<file path="config.mk">
export PLATFORM = sky130hd
export DESIGN_NAME = manchester_serial_transmitter
export DESIGN_NICKNAME = d
export VERILOG_FILES = /design/src/rtl/manchester_serial_transmitter.v /design/src/rtl/tx_pair_buffer.v
export VERILOG_INCLUDE_DIRS = /design/src /design/src/rtl
export SDC_FILE = /design/constraint.sdc
export NUM_CORES = 1
export LEC_CHECK = 0
export BUFFER_PORTS_ARGS = -buffer_cell sky130_fd_sc_hd__buf_2
export CAP_MARGIN = 20
export CELL_PAD_IN_SITES_DETAIL_PLACEMENT = 0
export CELL_PAD_IN_SITES_GLOBAL_PLACEMENT = 1
export CORE_MARGIN = 3
export CORE_UTILIZATION = 43
export CTS_BUF_LIST = sky130_fd_sc_hd__clkbuf_16
export CTS_CLUSTER_DIAMETER = 150
export CTS_CLUSTER_SIZE = 10
export DETAILED_ROUTE_END_ITERATION = 8
export PLACE_DENSITY = 0.82
export SYNTH_ARGS = -nofsm -noshare
export SYNTH_HDL_FRONTEND = slang
export SYNTH_SLANG_ARGS = --single-unit
</file>
<file path="constraint.sdc">
create_clock -name sys_clk_i -period 3.19 [get_ports sys_clk_i]
set_input_delay 0.638 -clock sys_clk_i [delete_from_list [all_inputs] [get_ports sys_clk_i]]
set_output_delay 0.638 -clock sys_clk_i [all_outputs]
set_load 0.01 [all_outputs]
</file>
<file path="src/rtl/coder_map.vh">
// register map, reset values and field positions of the coded serial transmitter
// Behaviour
// - stopped mode keeps output and logic idle
// - Manchester mode sends each bit coded
// - sequential mode sends plain level per bit
// - first bit order and output level selectable
// - buffer write starts only when enabled
// - byte moves into shift register, shifts out
// - control bit 1 selects coding
// - transmit buffer resets to all ones
// - bit count plus one gives frame length
// - bit count resets to seven
// - start interrupt; next count after it
// - short frames send low-order bits only
// - prescaler select then 5-bit divider
// - baud is divider rate over two
// - divider codes below four divide by four
// - status cleared by reset and disable
`ifndef CODER_MAP_VH
`define CODER_MAP_VH
`define ADDR_STATUS 16'hFF47
`define ADDR_TX_DATA 16'hFF4A
`define ADDR_BIT_COUNT 16'hFF4B
`define ADDR_CTRL_A 16'hFF4C
`define ADDR_CTRL_B 16'hFF4D
`define ADDR_CTRL_C 16'hFF4E
`define RST_TX_DATA 8'hFF
`define RST_BIT_COUNT 3'h7
`define RST_CTRL_A 8'h10
`define RST_CTRL_B 3'h0
`define RST_CTRL_C 5'h1F
`define MASK_CTRL_A 8'h93
`define POS_OP_ENABLE 7
`define POS_FIRST_BIT 4
`define POS_CODE_SEL 1
`define POS_IDLE_LEVEL 0
`define POS_ST_BUSY 7
`define POS_ST_FULL 6
`define BASE_SEL_MAX 3'h5
`define DIV_MIN 5'h04
`endif

</file>
<file path="src/rtl/manchester_serial_transmitter.v">
// coded serial transmitter: registers, baud generator, shifter, pin driver
`timescale 1ns/10ps
`include "coder_map.vh"
module manchester_serial_transmitter #(
  parameter DATA_W = 8
) (
  // clock and reset
  input wire sys_clk_i,
  input wire sys_rst_i,
  // register access
  input wire [15:0] reg_addr_i,
  input wire reg_wr_i,
  input wire [7:0] reg_wdata_i,
  input wire reg_rd_i,
  output wire [7:0] reg_rdata_o,
  // serial pin and events
  output wire coded_serial_out_o,
  output wire tx_start_irq_o,
  output wire buffer_ready_o
);
  localparam ST_IDLE = 1'b0;
  localparam ST_RUN = 1'b1;

  reg [7:0] tx_data_buffer_reg;
  reg [2:0] tx_bit_count_reg;
  reg [7:0] coder_ctrl_a_reg;
  reg [2:0] coder_ctrl_b_reg;
  reg [4:0] coder_ctrl_c_reg;
  reg [7:0] rdata_reg;
  reg state_reg;
  reg [7:0] shift_reg;
  reg [2:0] bit_idx_reg;
  reg [2:0] bits_left_reg;
  reg half_reg;
  reg [4:0] pre_reg;
  reg [4:0] div_reg;
  reg out_reg;
  reg irq_reg;
  reg [7:0] rdata_next;
  reg out_next;

  wire op_enable;
  wire first_bit_order;
  wire code_select;
  wire idle_level;
  wire wr_tx;
  wire buf_in_ready;
  wire buf_out_valid;
  wire buf_out_ready;
  wire [10:0] buf_out_data;
  wire base_en;
  wire [4:0] div_k;
  wire tick;
  wire frame_end;
  wire load;
  wire cur_bit;
  wire [7:0] status;

  // base clock enable: every 2^sel cycles, reserved codes use the slowest
  function base_enable;
    input [2:0] sel;
    input [4:0] pre;
    reg [2:0] s;
    reg [4:0] mask;
    begin
      s = (sel > `BASE_SEL_MAX) ? `BASE_SEL_MAX : sel;
      mask = ~(5'h1F << s);
      base_enable = ((pre & mask) == mask);
    end
  endfunction

  // start index of a frame: low bits only for short frames
  function [2:0] start_idx;
    input lsb_first;
    input [2:0] cnt;
    begin
      start_idx = lsb_first ? 3'h0 : cnt;
    end
  endfunction

  assign op_enable = coder_ctrl_a_reg[`POS_OP_ENABLE];
  assign first_bit_order = coder_ctrl_a_reg[`POS_FIRST_BIT];
  assign code_select = coder_ctrl_a_reg[`POS_CODE_SEL];
  assign idle_level = coder_ctrl_a_reg[`POS_IDLE_LEVEL];
  assign wr_tx = reg_wr_i & (reg_addr_i == `ADDR_TX_DATA);

  // count is captured with the byte, so a later count write waits its turn
  tx_pair_buffer #(
    .WIDTH(11)
  ) u_buf (
    .sys_clk_i(sys_clk_i),
    .sys_rst_i(sys_rst_i),
    .flush_i(~op_enable),
    .in_valid_i(wr_tx & op_enable),
    .in_ready_o(buf_in_ready),
    .in_data_i({tx_bit_count_reg, reg_wdata_i}),
    .out_valid_o(buf_out_valid),
    .out_ready_i(buf_out_ready),
    .out_data_o(buf_out_data)
  );

  // divider codes below four act as four
  assign div_k = (coder_ctrl_c_reg < `DIV_MIN) ? `DIV_MIN : coder_ctrl_c_reg;
  assign base_en = base_enable(coder_ctrl_b_reg, pre_reg);
  // one tick per half bit: baud is tick rate over two
  assign tick = (state_reg == ST_RUN) & base_en & (div_reg == div_k - 5'h01);
  assign frame_end = tick & half_reg & (bits_left_reg == 3'h0);
  assign buf_out_ready = op_enable & ((state_reg == ST_IDLE) | frame_end);
  assign load = buf_out_valid & buf_out_ready;
  assign cur_bit = shift_reg[bit_idx_reg];

  assign status = {(state_reg == ST_RUN), ~buf_in_ready, 6'h00};
  assign buffer_ready_o = buf_in_ready;
  assign coded_serial_out_o = out_reg;
  assign tx_start_irq_o = irq_reg;
  assign reg_rdata_o = rdata_reg;

  always @* begin
    rdata_next = 8'h00;
    case (reg_addr_i)
      `ADDR_STATUS: rdata_next = status;
      `ADDR_TX_DATA: rdata_next = tx_data_buffer_reg;
      `ADDR_BIT_COUNT: rdata_next = {5'h00, tx_bit_count_reg};
      `ADDR_CTRL_A: rdata_next = coder_ctrl_a_reg;
      `ADDR_CTRL_B: rdata_next = {5'h00, coder_ctrl_b_reg};
      `ADDR_CTRL_C: rdata_next = {3'h0, coder_ctrl_c_reg};
      default: rdata_next = 8'h00;
    endcase
  end

  // software registers
  always @(posedge sys_clk_i or posedge sys_rst_i) begin
    if (sys_rst_i) begin
      tx_data_buffer_reg <= `RST_TX_DATA;
      tx_bit_count_reg <= `RST_BIT_COUNT;
      coder_ctrl_a_reg <= `RST_CTRL_A;
      coder_ctrl_b_reg <= `RST_CTRL_B;
      coder_ctrl_c_reg <= `RST_CTRL_C;
      rdata_reg <= 8'h00;
    end else begin
      if (reg_rd_i)
        rdata_reg <= rdata_next;
      if (reg_wr_i) begin
        case (reg_addr_i)
          `ADDR_TX_DATA: tx_data_buffer_reg <= reg_wdata_i;
          `ADDR_BIT_COUNT: tx_bit_count_reg <= reg_wdata_i[2:0];
          `ADDR_CTRL_A: coder_ctrl_a_reg <= reg_wdata_i & `MASK_CTRL_A;
          `ADDR_CTRL_B: coder_ctrl_b_reg <= reg_wdata_i[2:0];
          `ADDR_CTRL_C: coder_ctrl_c_reg <= reg_wdata_i[4:0];
          default: tx_data_buffer_reg <= tx_data_buffer_reg;
        endcase
      end
    end
  end

  // pin level: manchester halves or plain bit, inverted by level select
  always @* begin
    out_next = idle_level;
    if (~op_enable) begin
      // abort drops the pin to idle at the very next edge
      out_next = idle_level;
    end else if (load) begin
      if (code_select)
        out_next = buf_out_data[start_idx(first_bit_order, buf_out_data[10:8])];
      else
        out_next = buf_out_data[start_idx(first_bit_order, buf_out_data[10:8])];
      out_next = out_next ^ idle_level;
    end else if (state_reg == ST_RUN) begin
      if (tick & ~half_reg & ~code_select)
        out_next = ~cur_bit ^ idle_level;
      else if (tick & half_reg)
        out_next = idle_level;
      else
        out_next = out_reg;
      if (tick & half_reg & (bits_left_reg != 3'h0)) begin
        if (first_bit_order)
          out_next = shift_reg[bit_idx_reg + 3'h1] ^ idle_level;
        else
          out_next = shift_reg[bit_idx_reg - 3'h1] ^ idle_level;
      end
    end
  end

  // shifter and baud generator
  always @(posedge sys_clk_i or posedge sys_rst_i) begin
    if (sys_rst_i) begin
      state_reg <= ST_IDLE;
      shift_reg <= 8'h00;
      bit_idx_reg <= 3'h0;
      bits_left_reg <= 3'h0;
      half_reg <= 1'b0;
      pre_reg <= 5'h00;
      div_reg <= 5'h00;
      out_reg <= 1'b0;
      irq_reg <= 1'b0;
    end else begin
      irq_reg <= load;
      out_reg <= out_next;
      if (~op_enable) begin
        // held still so nothing toggles while stopped
        state_reg <= ST_IDLE;
        half_reg <= 1'b0;
        pre_reg <= 5'h00;
        div_reg <= 5'h00;
      end else if (load) begin
        state_reg <= ST_RUN;
        shift_reg <= buf_out_data[7:0];
        bits_left_reg <= buf_out_data[10:8];
        bit_idx_reg <= start_idx(first_bit_order, buf_out_data[10:8]);
        half_reg <= 1'b0;
        pre_reg <= 5'h00;
        div_reg <= 5'h00;
      end else if (state_reg == ST_RUN) begin
        pre_reg <= pre_reg + 5'h01;
        if (base_en)
          div_reg <= tick ? 5'h00 : div_reg + 5'h01;
        if (tick) begin
          half_reg <= ~half_reg;
          if (half_reg) begin
            if (bits_left_reg == 3'h0) begin
              state_reg <= ST_IDLE;
            end else begin
              bits_left_reg <= bits_left_reg - 3'h1;
              bit_idx_reg <= first_bit_order ? bit_idx_reg + 3'h1 : bit_idx_reg - 3'h1;
            end
          end
        end
      end
    end
  end
endmodule

</file>
<file path="src/rtl/tx_pair_buffer.v">
// two-entry valid/ready buffer, output word from a register
`timescale 1ns/10ps
module tx_pair_buffer #(
  parameter WIDTH = 11
) (
  // clock and reset
  input wire sys_clk_i,
  input wire sys_rst_i,
  input wire flush_i,
  // filling side
  input wire in_valid_i,
  output wire in_ready_o,
  input wire [WIDTH-1:0] in_data_i,
  // draining side
  output wire out_valid_o,
  input wire out_ready_i,
  output wire [WIDTH-1:0] out_data_o
);
  reg [WIDTH-1:0] head_reg;
  reg [WIDTH-1:0] tail_reg;
  reg [1:0] fill_reg;
  wire push;
  wire pop;

  assign in_ready_o = (fill_reg != 2'h2);
  assign out_valid_o = (fill_reg != 2'h0);
  assign out_data_o = head_reg;
  assign push = in_valid_i & in_ready_o;
  assign pop = out_valid_o & out_ready_i;

  always @(posedge sys_clk_i or posedge sys_rst_i) begin
    if (sys_rst_i) begin
      head_reg <= {WIDTH{1'b0}};
      tail_reg <= {WIDTH{1'b0}};
      fill_reg <= 2'h0;
    end else if (flush_i) begin
      fill_reg <= 2'h0;
    end else begin
      case ({push, pop})
        2'b10: begin
          if (fill_reg == 2'h0)
            head_reg <= in_data_i;
          else
            tail_reg <= in_data_i;
          fill_reg <= fill_reg + 2'h1;
        end
        2'b01: begin
          head_reg <= tail_reg;
          fill_reg <= fill_reg - 2'h1;
        end
        2'b11: begin
          // full cannot push, so fill is 1 here
          head_reg <= in_data_i;
        end
        default: begin
          fill_reg <= fill_reg;
        end
      endcase
    end
  end
endmodule

</file>
==> impl_results.md, run 1 <==
- TritonCTS Buffers: 9
- Post-synth ARST share: 100.0%
- Fin cells: approximately 610
- CTS tree: built
- Routability cong.: 0.9282
- Met2 Wirelength: just under 5000 µm
- Hold Crit Class: in2async
- Diode count: 0
- CP Class: reg2reg
- H-tree levels: 3
- Core ar.: roughly 10000 µm²
- Largest area contributor in the netlist: dfrtp_1
- Final Max Tran Viols: 0
- Period minus WS final: 3.030 ns
- Most common cell in the synthesized netlist: dfrtp_1
- Fin. Hold Viols: 0
- Max-Cap Viols: 0
- Slew @ Worst Pin: 0.5712 ns
- First-pass GRT wire length: 17880 µm
- Reg2reg end: coded_serial_out_o
- CP Max Fanout: 8
- Max layer used: met4
- Met1 wire length: about 5200 µm
- Worst r2r src: coder_ctrl_c_reg[3]
- Share of post-route cells with drive strength above 1: 33.47%
- CTS root buffer: clkbuf_16
- Vias in the first global route: 3413
- Initial core utilization: around 45%
- Nets@finish: 508
- Final setup vio count: 0
- Commonest cells in the netlist: dfrtp_1 (66), mux2_2 (38), nand2_1 (28)
- Synth Register Bits: 83
- WL final: 10720 µm
- Vias after detailed routing: 3432
- Via density: between 5 and 6
- DIE WIDTH: approximately 110 µm
- Hold slack: 0.2605 ns
- Ys flop type: dfrtp_1
- Synth top area cells: dfrtp_1 (36%), dfstp_2 (9.8%), mux2_2 (9.4%), mux2i_1 (3.3%), o21ai_0 (2.6%)
- Antenna Nets Post-Route: 0
- Io pins: 39
- CTS sink count: 83
- Mapped Cells: 414
- Tcrit/Tclk final: 94.99%
- Unrepaired setup endpoints after global routing: no
- Largest net degree at the start of global routing: 33
- First-pass DRT Iterations: 4
- Clk buf depth: 2
- Initial DRC Count: about 170
- Worst endpoint data arrival time: 3.25 ns
- Max Clock Skew: 0.01136 ns
- Initial antenna violation count: 0
- Dpl cells: about 590
- PD cells: 397.8 nW/µm²
- Detail Placement HPWL: 7743 µm
- Post-DR wirelength/cell: 17.55 µm
- Cells on worst reg2reg path: 12
- Crit path launch: coder_ctrl_c_reg[3]
- Worst EP required: 3.41 ns
- Ys Warns: 0
- I/O Buffers: 38
- EDFF count, synth: 0
- Post-synthesis cell type count: 62
- Sequential area share after synthesis: 46.26%
- Later-pin clock latency in the skew report: 0.34 ns
- Synthesized area: 4536 µm²
- Global route overflow: 0
- Setup slack, reg-to-reg: 0.16 ns
- Leak: around 2.4 nW
- Die Footprint: 11820 µm²
- Met3 wire length: 466 µm
- Mean post-synth cell area: 10.96 µm²
- CTS clock-pin slew for the worst setup and hold paths: around 0.07 ns
- Critical path endpoint category: register
- Worst setup SP type: register
- Mapped Nets: about 450
- Slew margin rel.: 61.92%
- Setup_tns: 0 ns
- Residual DRC: 0
- Worst vdd ir: 0.2939 mV
- Top-area cell type share of the netlist area: 36.41%
- Total Routing Usage GR: 19.46%
- Std-Cell Rows: 36
- Worst setup endpoint: coded_serial_out_o
- Layout Area Growth over Synthesis: 18.79%
- Status: finished, final reports clean
- Die Y: 108.7 µm
- Fmax: 0.3300 GHz
[power breakdown]
part	switching (mW)	leakage (nW)	internal (mW)
combinational	0.0429	1.20	0.0180
clock	0.479	0.138	0.550
sequential	0.000142	1.10	1.05
total	0.522	2.44	1.62
[worst min path at each step]
stage                               end  slack, ns  depth (start not counted)
global placement      u_buf.tail_reg[6]       0.47                          1
CTS                      bit_idx_reg[2]       0.27                          2
detailed placement    u_buf.tail_reg[5]       0.48                          1
floorplan           u_buf.out_data_o[5]       0.46                          2
global route             bit_idx_reg[2]       0.28                          2
finish                   bit_idx_reg[2]       0.26                          2
[stage by stage]
step	utilization, %	power [mW]	area (µm²)	worst slack, ns
3_5_place_dp	50.15	1.136	5015	0.009780
4_1_cts	53.13	2.160	5313	0.01178
6_report	53.88	2.143	5388	0.1600
5_1_grt	53.88	2.218	5388	0.01225
2_1_floorplan	-	1.099	4536	0.007737
3_3_place_gp	50.15	1.134	5015	0.06733
[timing repair]
item                                    4_1_cts  5_1_grt
pin swaps                                     0        5
setup buffers                                 0        2
gates cloned                                  0        0
endpoints found under the hold margin         0        0
resized for setup                             2       12
endpoints found under the setup margin        1       38
hold buffers                                  0        0
[worst max-delay path, cell delays in order (launching register included)]
cell and delay [ns]:
dfstp_2 0.39, or2_2 0.30, o21ai_1 0.13, ha_1 0.17, or3b_1 0.38, a21o_1 0.20, a211oi_2 0.27, nand4_4 0.15
buf_4 0.21, o21ai_2 0.17, a32oi_1 0.14, mux2i_1 0.14, a221o_1 0.26
[logic make-up (layout without fill, tap and decap cells)]
group | count (synthesis) | after routing | share of synthesized area, %
AND/OR/NAND/NOR | 107 | 107 | 12.55
AO/OA/AOI/OAI | 95 | 95 | 15.34
flip-flops | 83 | 83 | 46.26
multiplexers | 67 | 67 | 17.21
buffers and inverters | 41 | 105 | 4.000
XOR/XNOR | 14 | 14 | 2.704
adder cells (fa/ha/maj) | 7 | 7 | 1.931
[metal layers]
metal	vias to the layer above	global-route usage [%]
met4	0	5.410
li1	1646	-
met3	13	3.552
met1	1700	27.45
met2	73	30.85
met5	-	0
[layout make-up]
class / count / area (µm²)
clock inverter: 7 / 66.31
sequential: 83 / 2098
inverter: 24 / 91.34
tap: 133 / 166.4
fill: 922 / 4612
clock buffer: 9 / 225.2
timing repair buffer: 65 / 421.7
multi-input combinational: 290 / 2318
[cell usage in the layout (no fill, tap or decap), types with 9 or more instances in the layout]
| master | netlist | final |
|---|---|---|
| buf_2 | 1 | 38 |
| buf_4 | 3 | 24 |
| clkbuf_16 | 0 | 9 |
| dfrtp_1 | 66 | 66 |
| dfstp_2 | 17 | 17 |
| inv_1 | 24 | 23 |
| mux2_1 | 10 | 10 |
| mux2_2 | 38 | 38 |
| mux2i_1 | 15 | 15 |
| nand2_1 | 28 | 28 |
| nand3_1 | 9 | 9 |
| nor2_1 | 23 | 21 |
| o21ai_0 | 24 | 22 |
| xor2_1 | 11 | 11 |
Note: power is estimated with default switching activity, not from simulation.
==> run 2, diff against run 1 <==
- BUFFER_PORTS_ARGS: -buffer_cell sky130_fd_sc_hd__buf_2 -> unset
- CORE_UTILIZATION: 43 -> 45
- DONT_BUFFER_PORTS: unset -> 1
- PLACE_DENSITY: 0.82 -> 0.8
==> run 2 against run 1 <==
Net effect: global-route usage down 0.17 points; sequential share of layout area up 1.7 points; highest routed layer unchanged; core utilization down 1.1 points.
==> impl_results.md, run 2 (same netlist as run 1, synthesis figures left out) <==
- CP Class: reg2reg
- CTS clock-pin slew for the worst setup and hold paths: 0.07 ns (about the same)
- Initial core utilization: 46.40% (+1.0 points)
- Combinational share of power: 1.5% (-1.3 points)
- Tcrit/Tclk final: 96.15% (+1.2 points)
- Area occupied by multi-input gates: 2288 µm² (-1.3%)
- Total Routing Usage GR: 19.29% (-0.17 points)
- Power Total: 2.081 mW (-2.9%)
- Net load switching power: 0.4826 mW (-7.6%)
- Detail Placement HPWL: 7558 µm (-2.4%)
- Largest stage delay, worst path: 0.38 ns (about the same)
- Post-DR wirelength/cell: 18.38 µm (+4.7%)
- Status: finished, final reports clean
- CP most frequent cell: a21o_1
- Global route overflow: 0 (unchanged)
- Antenna Nets Post-Route: 0 (unchanged)
- Fin cells: 574 (-6.1%)
- Slew @ Worst Pin: 0.5207 ns (-0.05053 ns)
- I/O Buffers: 0 (-100%)
- Die Footprint: 11320 µm² (-4.2%)
- Vias after detailed routing: 3320 (-3.3%)
- First-pass DRT Iterations: 4 (unchanged)
- Worst setup SP type: register
- Most frequent cells in the layout: dfrtp_1 (66), mux2_2 (38), nand2_1 (28)
- Final WS setup: 0.1228 ns (-0.03715 ns)
- Std-Cell Rows: 36 (unchanged)
- Worst endpoint data arrival time: 3.30 ns (+0.05 ns)
- Slowest CP cell: dfstp_2
- Reg2reg end: u_buf.out_data_o[6]
- Clock power frac: 47.9% (about the same)
- Routability cong.: 0.8656 (-6.7%)
- Diode count: 0 (unchanged)
- Register area: 2098 µm² (unchanged)
- Max-Cap Viols: 0 (unchanged)
- Setup_tns: 0 ns (unchanged)
- Core ar.: 9774 µm² (-2.3%)
- Final setup vio count: 0 (unchanged)
- Via density: 5.784 (+3.0%)
- Fillcell total: 866 (-6.1%)
- Fin. Hold Viols: 0 (unchanged)
- Vias in the first global route: 3286 (-3.7%)
- WL final: 10550 µm (-1.6%)
- Cells along the critical path: or2_2, o21ai_1, ha_1, or3b_1, a21o_1, a211oi_2, nand4_4, buf_4, nor2_2, o31ai_2, a22o_1, a21o_1
- Worst vdd ir: 0.2811 mV (-4.4%)
- Die Y: 106.4 µm (-2.1%)
- Max Clock Skew: 0.009228 ns (-0.002131 ns)
- Leak: 2.262 nW (-7.2%)
- Critical path endpoint category: register
- First-pass GRT wire length: 17090 µm (-4.4%)
- Nets@finish: 471 (-7.3%)
- CP Max Fanout: 8 (unchanged)
- H-tree levels: 3 (unchanged)
- Share of post-route cells with drive strength above 1: 26.53% (-6.9 points)
- Cells on worst reg2reg path: 12 (unchanged)
- CTS sink count: 83 (unchanged)
- Residual DRC: 0 (unchanged)
- TritonCTS Buffers: 9 (unchanged)
- Placement Setup Slack: 0.008491 ns (-0.001289 ns)
- Layout Area Growth over Synthesis: 13.71%
- Fmax: 0.3260 GHz (-1.2%)
- P_int: 1.599 mW (-1.4%)
- PD cells: 403.5 nW/µm² (+1.4%)
- Io pins: 39 (unchanged)
- Largest net degree at the start of global routing: 33 (unchanged)
- Initial DRC Count: 191 (+10%)
- CTS tree: built
- Slew margin rel.: 65.08% (+3.2 points)
- CTS root buffer: clkbuf_16
- Sw Share: 23.19% (-1.2 points)
- Setup slack, reg-to-reg: 0.12 ns (-0.04 ns)
- Later-pin clock latency in the skew report: 0.34 ns (about the same)
- Commonest non-fill, non-tap cell in the layout: dfrtp_1
- Period minus WS final: 3.067 ns (+0.03715 ns)
- Initial antenna violation count: 0 (unchanged)
- Worst EP required: 3.42 ns (about the same)
- Flop pwr share: 50.6% (+1.5 points)
- Dpl cells: 555 (-6.4%)
- DIE WIDTH: 106.4 µm (-2.1%)
- Worst r2r src: coder_ctrl_c_reg[3]
- Hold Crit Class: in2async
- Clk buf depth: 2 (unchanged)
- Final Max Tran Viols: 0 (unchanged)
[run 2: changes by cell type in the layout (fill, tap and decap cells not counted), sizes merged]
cell    previous run  this run
buf               65        27
clkinv             1         2
inv               28        27
o31ai              5         6
[run 2: worst max-delay path, delay by kind of cell (launching register included)]
kind                       cells  cell delay [ns]
adders and majority gates      1             0.17
and+or+nand+nor                4             1.10
buffers and inverters          1             0.20
AOI/OAI and AO/OA              6             1.11
DFF                            1             0.38
[run 2: worst max path at each step]
| stage | start | to | cells after the start |
|---|---|---|---|
| global placement | coder_ctrl_c_reg[3] | coded_serial_out_o | 12 |
| CTS | coder_ctrl_c_reg[2] | u_buf.out_data_o[4] | 13 |
| finish | coder_ctrl_c_reg[3] | u_buf.out_data_o[6] | 12 |
| floorplan | coder_ctrl_c_reg[2] | u_buf.tail_reg[0] | 12 |
| global route | coder_ctrl_c_reg[2] | u_buf.out_data_o[6] | 12 |
| detailed placement | coder_ctrl_c_reg[3] | coded_serial_out_o | 12 |
[run 2: per-layer routing]
| layer | wire length [µm] | vias to the layer above | track usage (%) |
|---|---|---|---|
| met2 | 5085 | 81 | 31.22 |
| met1 | 4785 | 1658 | 26.17 |
| met4 | 113 | 0 | 5.828 |
| li1 | - | 1574 | - |
| met3 | 563 | 7 | 3.947 |
| met5 | 0 | - | 0 |
[run 2: power by group through the flow]
stage	logic, mW	clock network (mW)	registers [mW]
2_1_floorplan	0.0259	0	1.07
3_3_place_gp	0.0319	0	1.07
3_5_place_dp	0.0328	0	1.07
4_1_cts	0.0327	1.02	1.05
5_1_grt	0.0362	1.06	1.05
6_report	0.0310	0.997	1.05
[run 2: area by class of cell]
type | instances | area share (%)
multi-input combinational | 291 | 44.37
sequential | 83 | 40.68
inverter | 24 | 1.771
tap | 133 | 3.227
clock buffer | 9 | 4.367
clock inverter | 7 | 1.092
timing repair buffer | 27 | 4.488
[run 2: metrics by stage]
stage	util (%)	hold WS [ns]	area, µm²
2_1_floorplan	-	0.4604	4536
3_3_place_gp	49.36	0.4733	4825
3_5_place_dp	49.36	0.4802	4825
4_1_cts	52.24	0.1631	5106
5_1_grt	52.76	0.1738	5157
6_report	52.76	0.1554	5157
[run 2: timing repair]
item / in CTS / in global routing
endpoints found under the hold margin: 0 / 0
buffers inserted: 0 / 2
gates cloned: 0 / 1
hold buffers: 0 / 0
setup endpoints to repair: 1 / 43
pin swaps: 0 / 2
resized for setup: 1 / 6
==> run 3, diff against run 2 <==
- PLACE_DENSITY: 0.8 -> 0.77
==> run 3 against run 2 <==
Net effect: core utilization rose by 0.26 points; cell count fell by 0.52%; die area did not move; worst hold slack improved by 0.13 ns; register-to-register slack got worse by 0.03 ns; setup slack got worse by 0.029 ns; wire length fell by 0.23%; count of clock-buffer cells in the layout did not move; non-clock buffer count fell by 2; total power rose by 3.9%; critical endpoint is now coded_serial_out_o; largest cell class unchanged.
==> impl_results.md, run 3 (same netlist as run 1, synthesis figures left out) <==
- Slew margin rel.: 49.73% (-15 points)
- CTS sink count: 83 (unchanged)
- Vias in the first global route: 3351 (+2.0%)
- Global route overflow: 0 (unchanged)
- Die Y: 106.4 µm (unchanged)
- DIE WIDTH: 106.4 µm (unchanged)
- I/O Buffers: 0 (unchanged)
- WL final: 10530 µm (-0.23%)
- Most frequent cells in the layout: dfrtp_1 (66), mux2_2 (38), nand2_1 (28)
- Later-pin clock latency in the skew report: 0.34 ns (about the same)
- Std-Cell Rows: 36 (unchanged)
- Hold slack: 0.2839 ns (+0.1285 ns)
- Nets@finish: 468 (-0.64%)
- Worst setup SP type: register
- Unrepaired setup endpoints after global routing: no
- Worst endpoint data arrival time: 3.31 ns (about the same)
- Core ar.: 9774 µm² (unchanged)
- TritonCTS Buffers: 9 (unchanged)
- Via density: 5.762 (-0.38%)
- Vias after detailed routing: 3290 (-0.90%)
- H-tree levels: 3 (unchanged)
- Hold Crit Class: in2async
- Tcrit/Tclk final: 97.05% (+0.90 points)
- Io pins: 39 (unchanged)
- Post-DR wirelength/cell: 18.43 µm (+0.30%)
- Setup_tns: 0 ns (unchanged)
- Detail Placement HPWL: 7613 µm (+0.73%)
- Fillcell total: 869 (+0.35%)
- Net load switching power: 0.4836 mW (+0.20%)
- Initial DRC Count: 164 (-14%)
- Die Footprint: 11320 µm² (unchanged)
- Sw Share: 22.36% (-0.83 points)
- Final Max Tran Viols: 0 (unchanged)
- CTS root buffer: clkbuf_16
- Period minus WS final: 3.096 ns (+0.02875 ns)
- Worst EP required: 3.41 ns (about the same)
- Clk buf depth: 2 (unchanged)
- Worst vdd ir: 0.2645 mV (-5.9%)
- Design Area, Final: 5182 µm² (+0.49%)
- Initial core utilization: 46.40% (unchanged)
- Power Total: 2.163 mW (+3.9%)
- Final WS setup: 0.09405 ns (-0.02875 ns)
- Register area: 2098 µm² (unchanged)
- CTS tree: built
- Max-Cap Viols: 0 (unchanged)
- Diode count: 0 (unchanged)
- Slew @ Worst Pin: 0.7532 ns (+0.2325 ns)
- Max Clock Skew: 0.01025 ns (+0.001023 ns)
- Placement Setup Slack: -0.008466 ns (-0.01696 ns)
- Post-DP Area: 4817 µm² (-0.16%)
- CTS clock-pin slew for the worst setup and hold paths: 0.07 ns (about the same)
- Commonest non-fill, non-tap cell in the layout: dfrtp_1
- CP Class: reg2reg
- Fin. Hold Viols: 0 (unchanged)
- Clock power frac: 49.9% (+2.0 points)
- PD cells: 417.3 nW/µm² (+3.4%)
- Share of post-route cells with drive strength above 1: 26.94% (+0.41 points)
- Dpl cells: 554 (-0.18%)
- Final setup vio count: 0 (unchanged)
- P_int: 1.679 mW (+5.0%)
- Fmax: 0.3230 GHz (-0.93%)
- Worst r2r src: coder_ctrl_c_reg[3]
- Residual DRC: 0 (unchanged)
- Reg2reg end: coded_serial_out_o
- Post-layout util: 53.02% (+0.26 points)
- Combinational share of power: 1.4% (about the same)
- Area occupied by multi-input gates: 2301 µm² (+0.55%)
- Leak: 2.264 nW (about the same)
- Setup slack, reg-to-reg: 0.09 ns (-0.03 ns)
- First-pass DRT Iterations: 4 (unchanged)
- Initial antenna violation count: 0 (unchanged)
- Flop pwr share: 48.7% (-1.9 points)
- Largest net degree at the start of global routing: 42 (+27%)
- Cells on worst reg2reg path: 12 (unchanged)
- Status: finished, final reports clean
- Routability cong.: 0.8571 (-0.98%)
- CP Max Fanout: 8 (unchanged)
- Antenna Nets Post-Route: 0 (unchanged)
- Total Routing Usage GR: 19.57% (+0.28 points)
- First-pass GRT wire length: 17430 µm (+2.0%)
- Fin cells: 571 (-0.52%)
- Critical path endpoint category: register
- Layout Area Growth over Synthesis: 14.26%
==> run 3: what timing repair did <==
action                                  4_1_cts  5_1_grt
hold buffers                                  0        0
endpoints found under the setup margin        2       38
resized for setup                             2        9
pin swaps                                     0        4
buffers inserted                              0        1
endpoints found under the hold margin         0        0
==> run 3: routing by layer <==
metal  share of wire, %  routed length (µm)  global-route usage, %
met1                 47                4988                  27.16
met2                 46                4891                  30.86
met3                5.4                 566                  4.675
met4               0.74                  78                  5.180
met5                  0                   0                      0
==> run 3: worst max-delay path, cell delays in order (launching register included) <==
cell	delay [ns]
dfstp_2	0.39
or2_2	0.30
o21ai_0	0.16
ha_1	0.19
or3b_1	0.39
a21o_1	0.20
a211oi_2	0.24
nand4_4	0.15
buf_4	0.21
o21ai_1	0.19
a32oi_1	0.16
mux2i_1	0.14
a221o_1	0.26
==> run 3: how the worst max path moves through the flow <==
stage | from | to | slack (ns)
floorplan | coder_ctrl_c_reg[2] | u_buf.tail_reg[0] | 0.008
global placement | coder_ctrl_c_reg[3] | coded_serial_out_o | 0.04
detailed placement | coder_ctrl_c_reg[3] | coded_serial_out_o | -0.008
CTS | coder_ctrl_c_reg[3] | u_buf.out_data_o[7] | 0.01
global route | coder_ctrl_c_reg[3] | coded_serial_out_o | 0.0006
finish | coder_ctrl_c_reg[3] | coded_serial_out_o | 0.09
==> run 3: cell type report <==
cell class	instances	area share (%)
inverter	24	1.762
clock inverter	7	1.545
clock buffer	9	4.346
tap	133	3.211
timing repair buffer	25	4.249
sequential	83	40.49
multi-input combinational	290	44.40
==> run 3: power by group through the flow <==
stage               Sequential [mW]  Clock [mW]  Combinational (mW)
detailed placement             1.07           0              0.0329
global placement               1.07           0              0.0323
CTS                            1.05        1.10              0.0329
floorplan                      1.07           0              0.0259
finish                         1.05        1.08              0.0311
global route                   1.05        1.14              0.0360
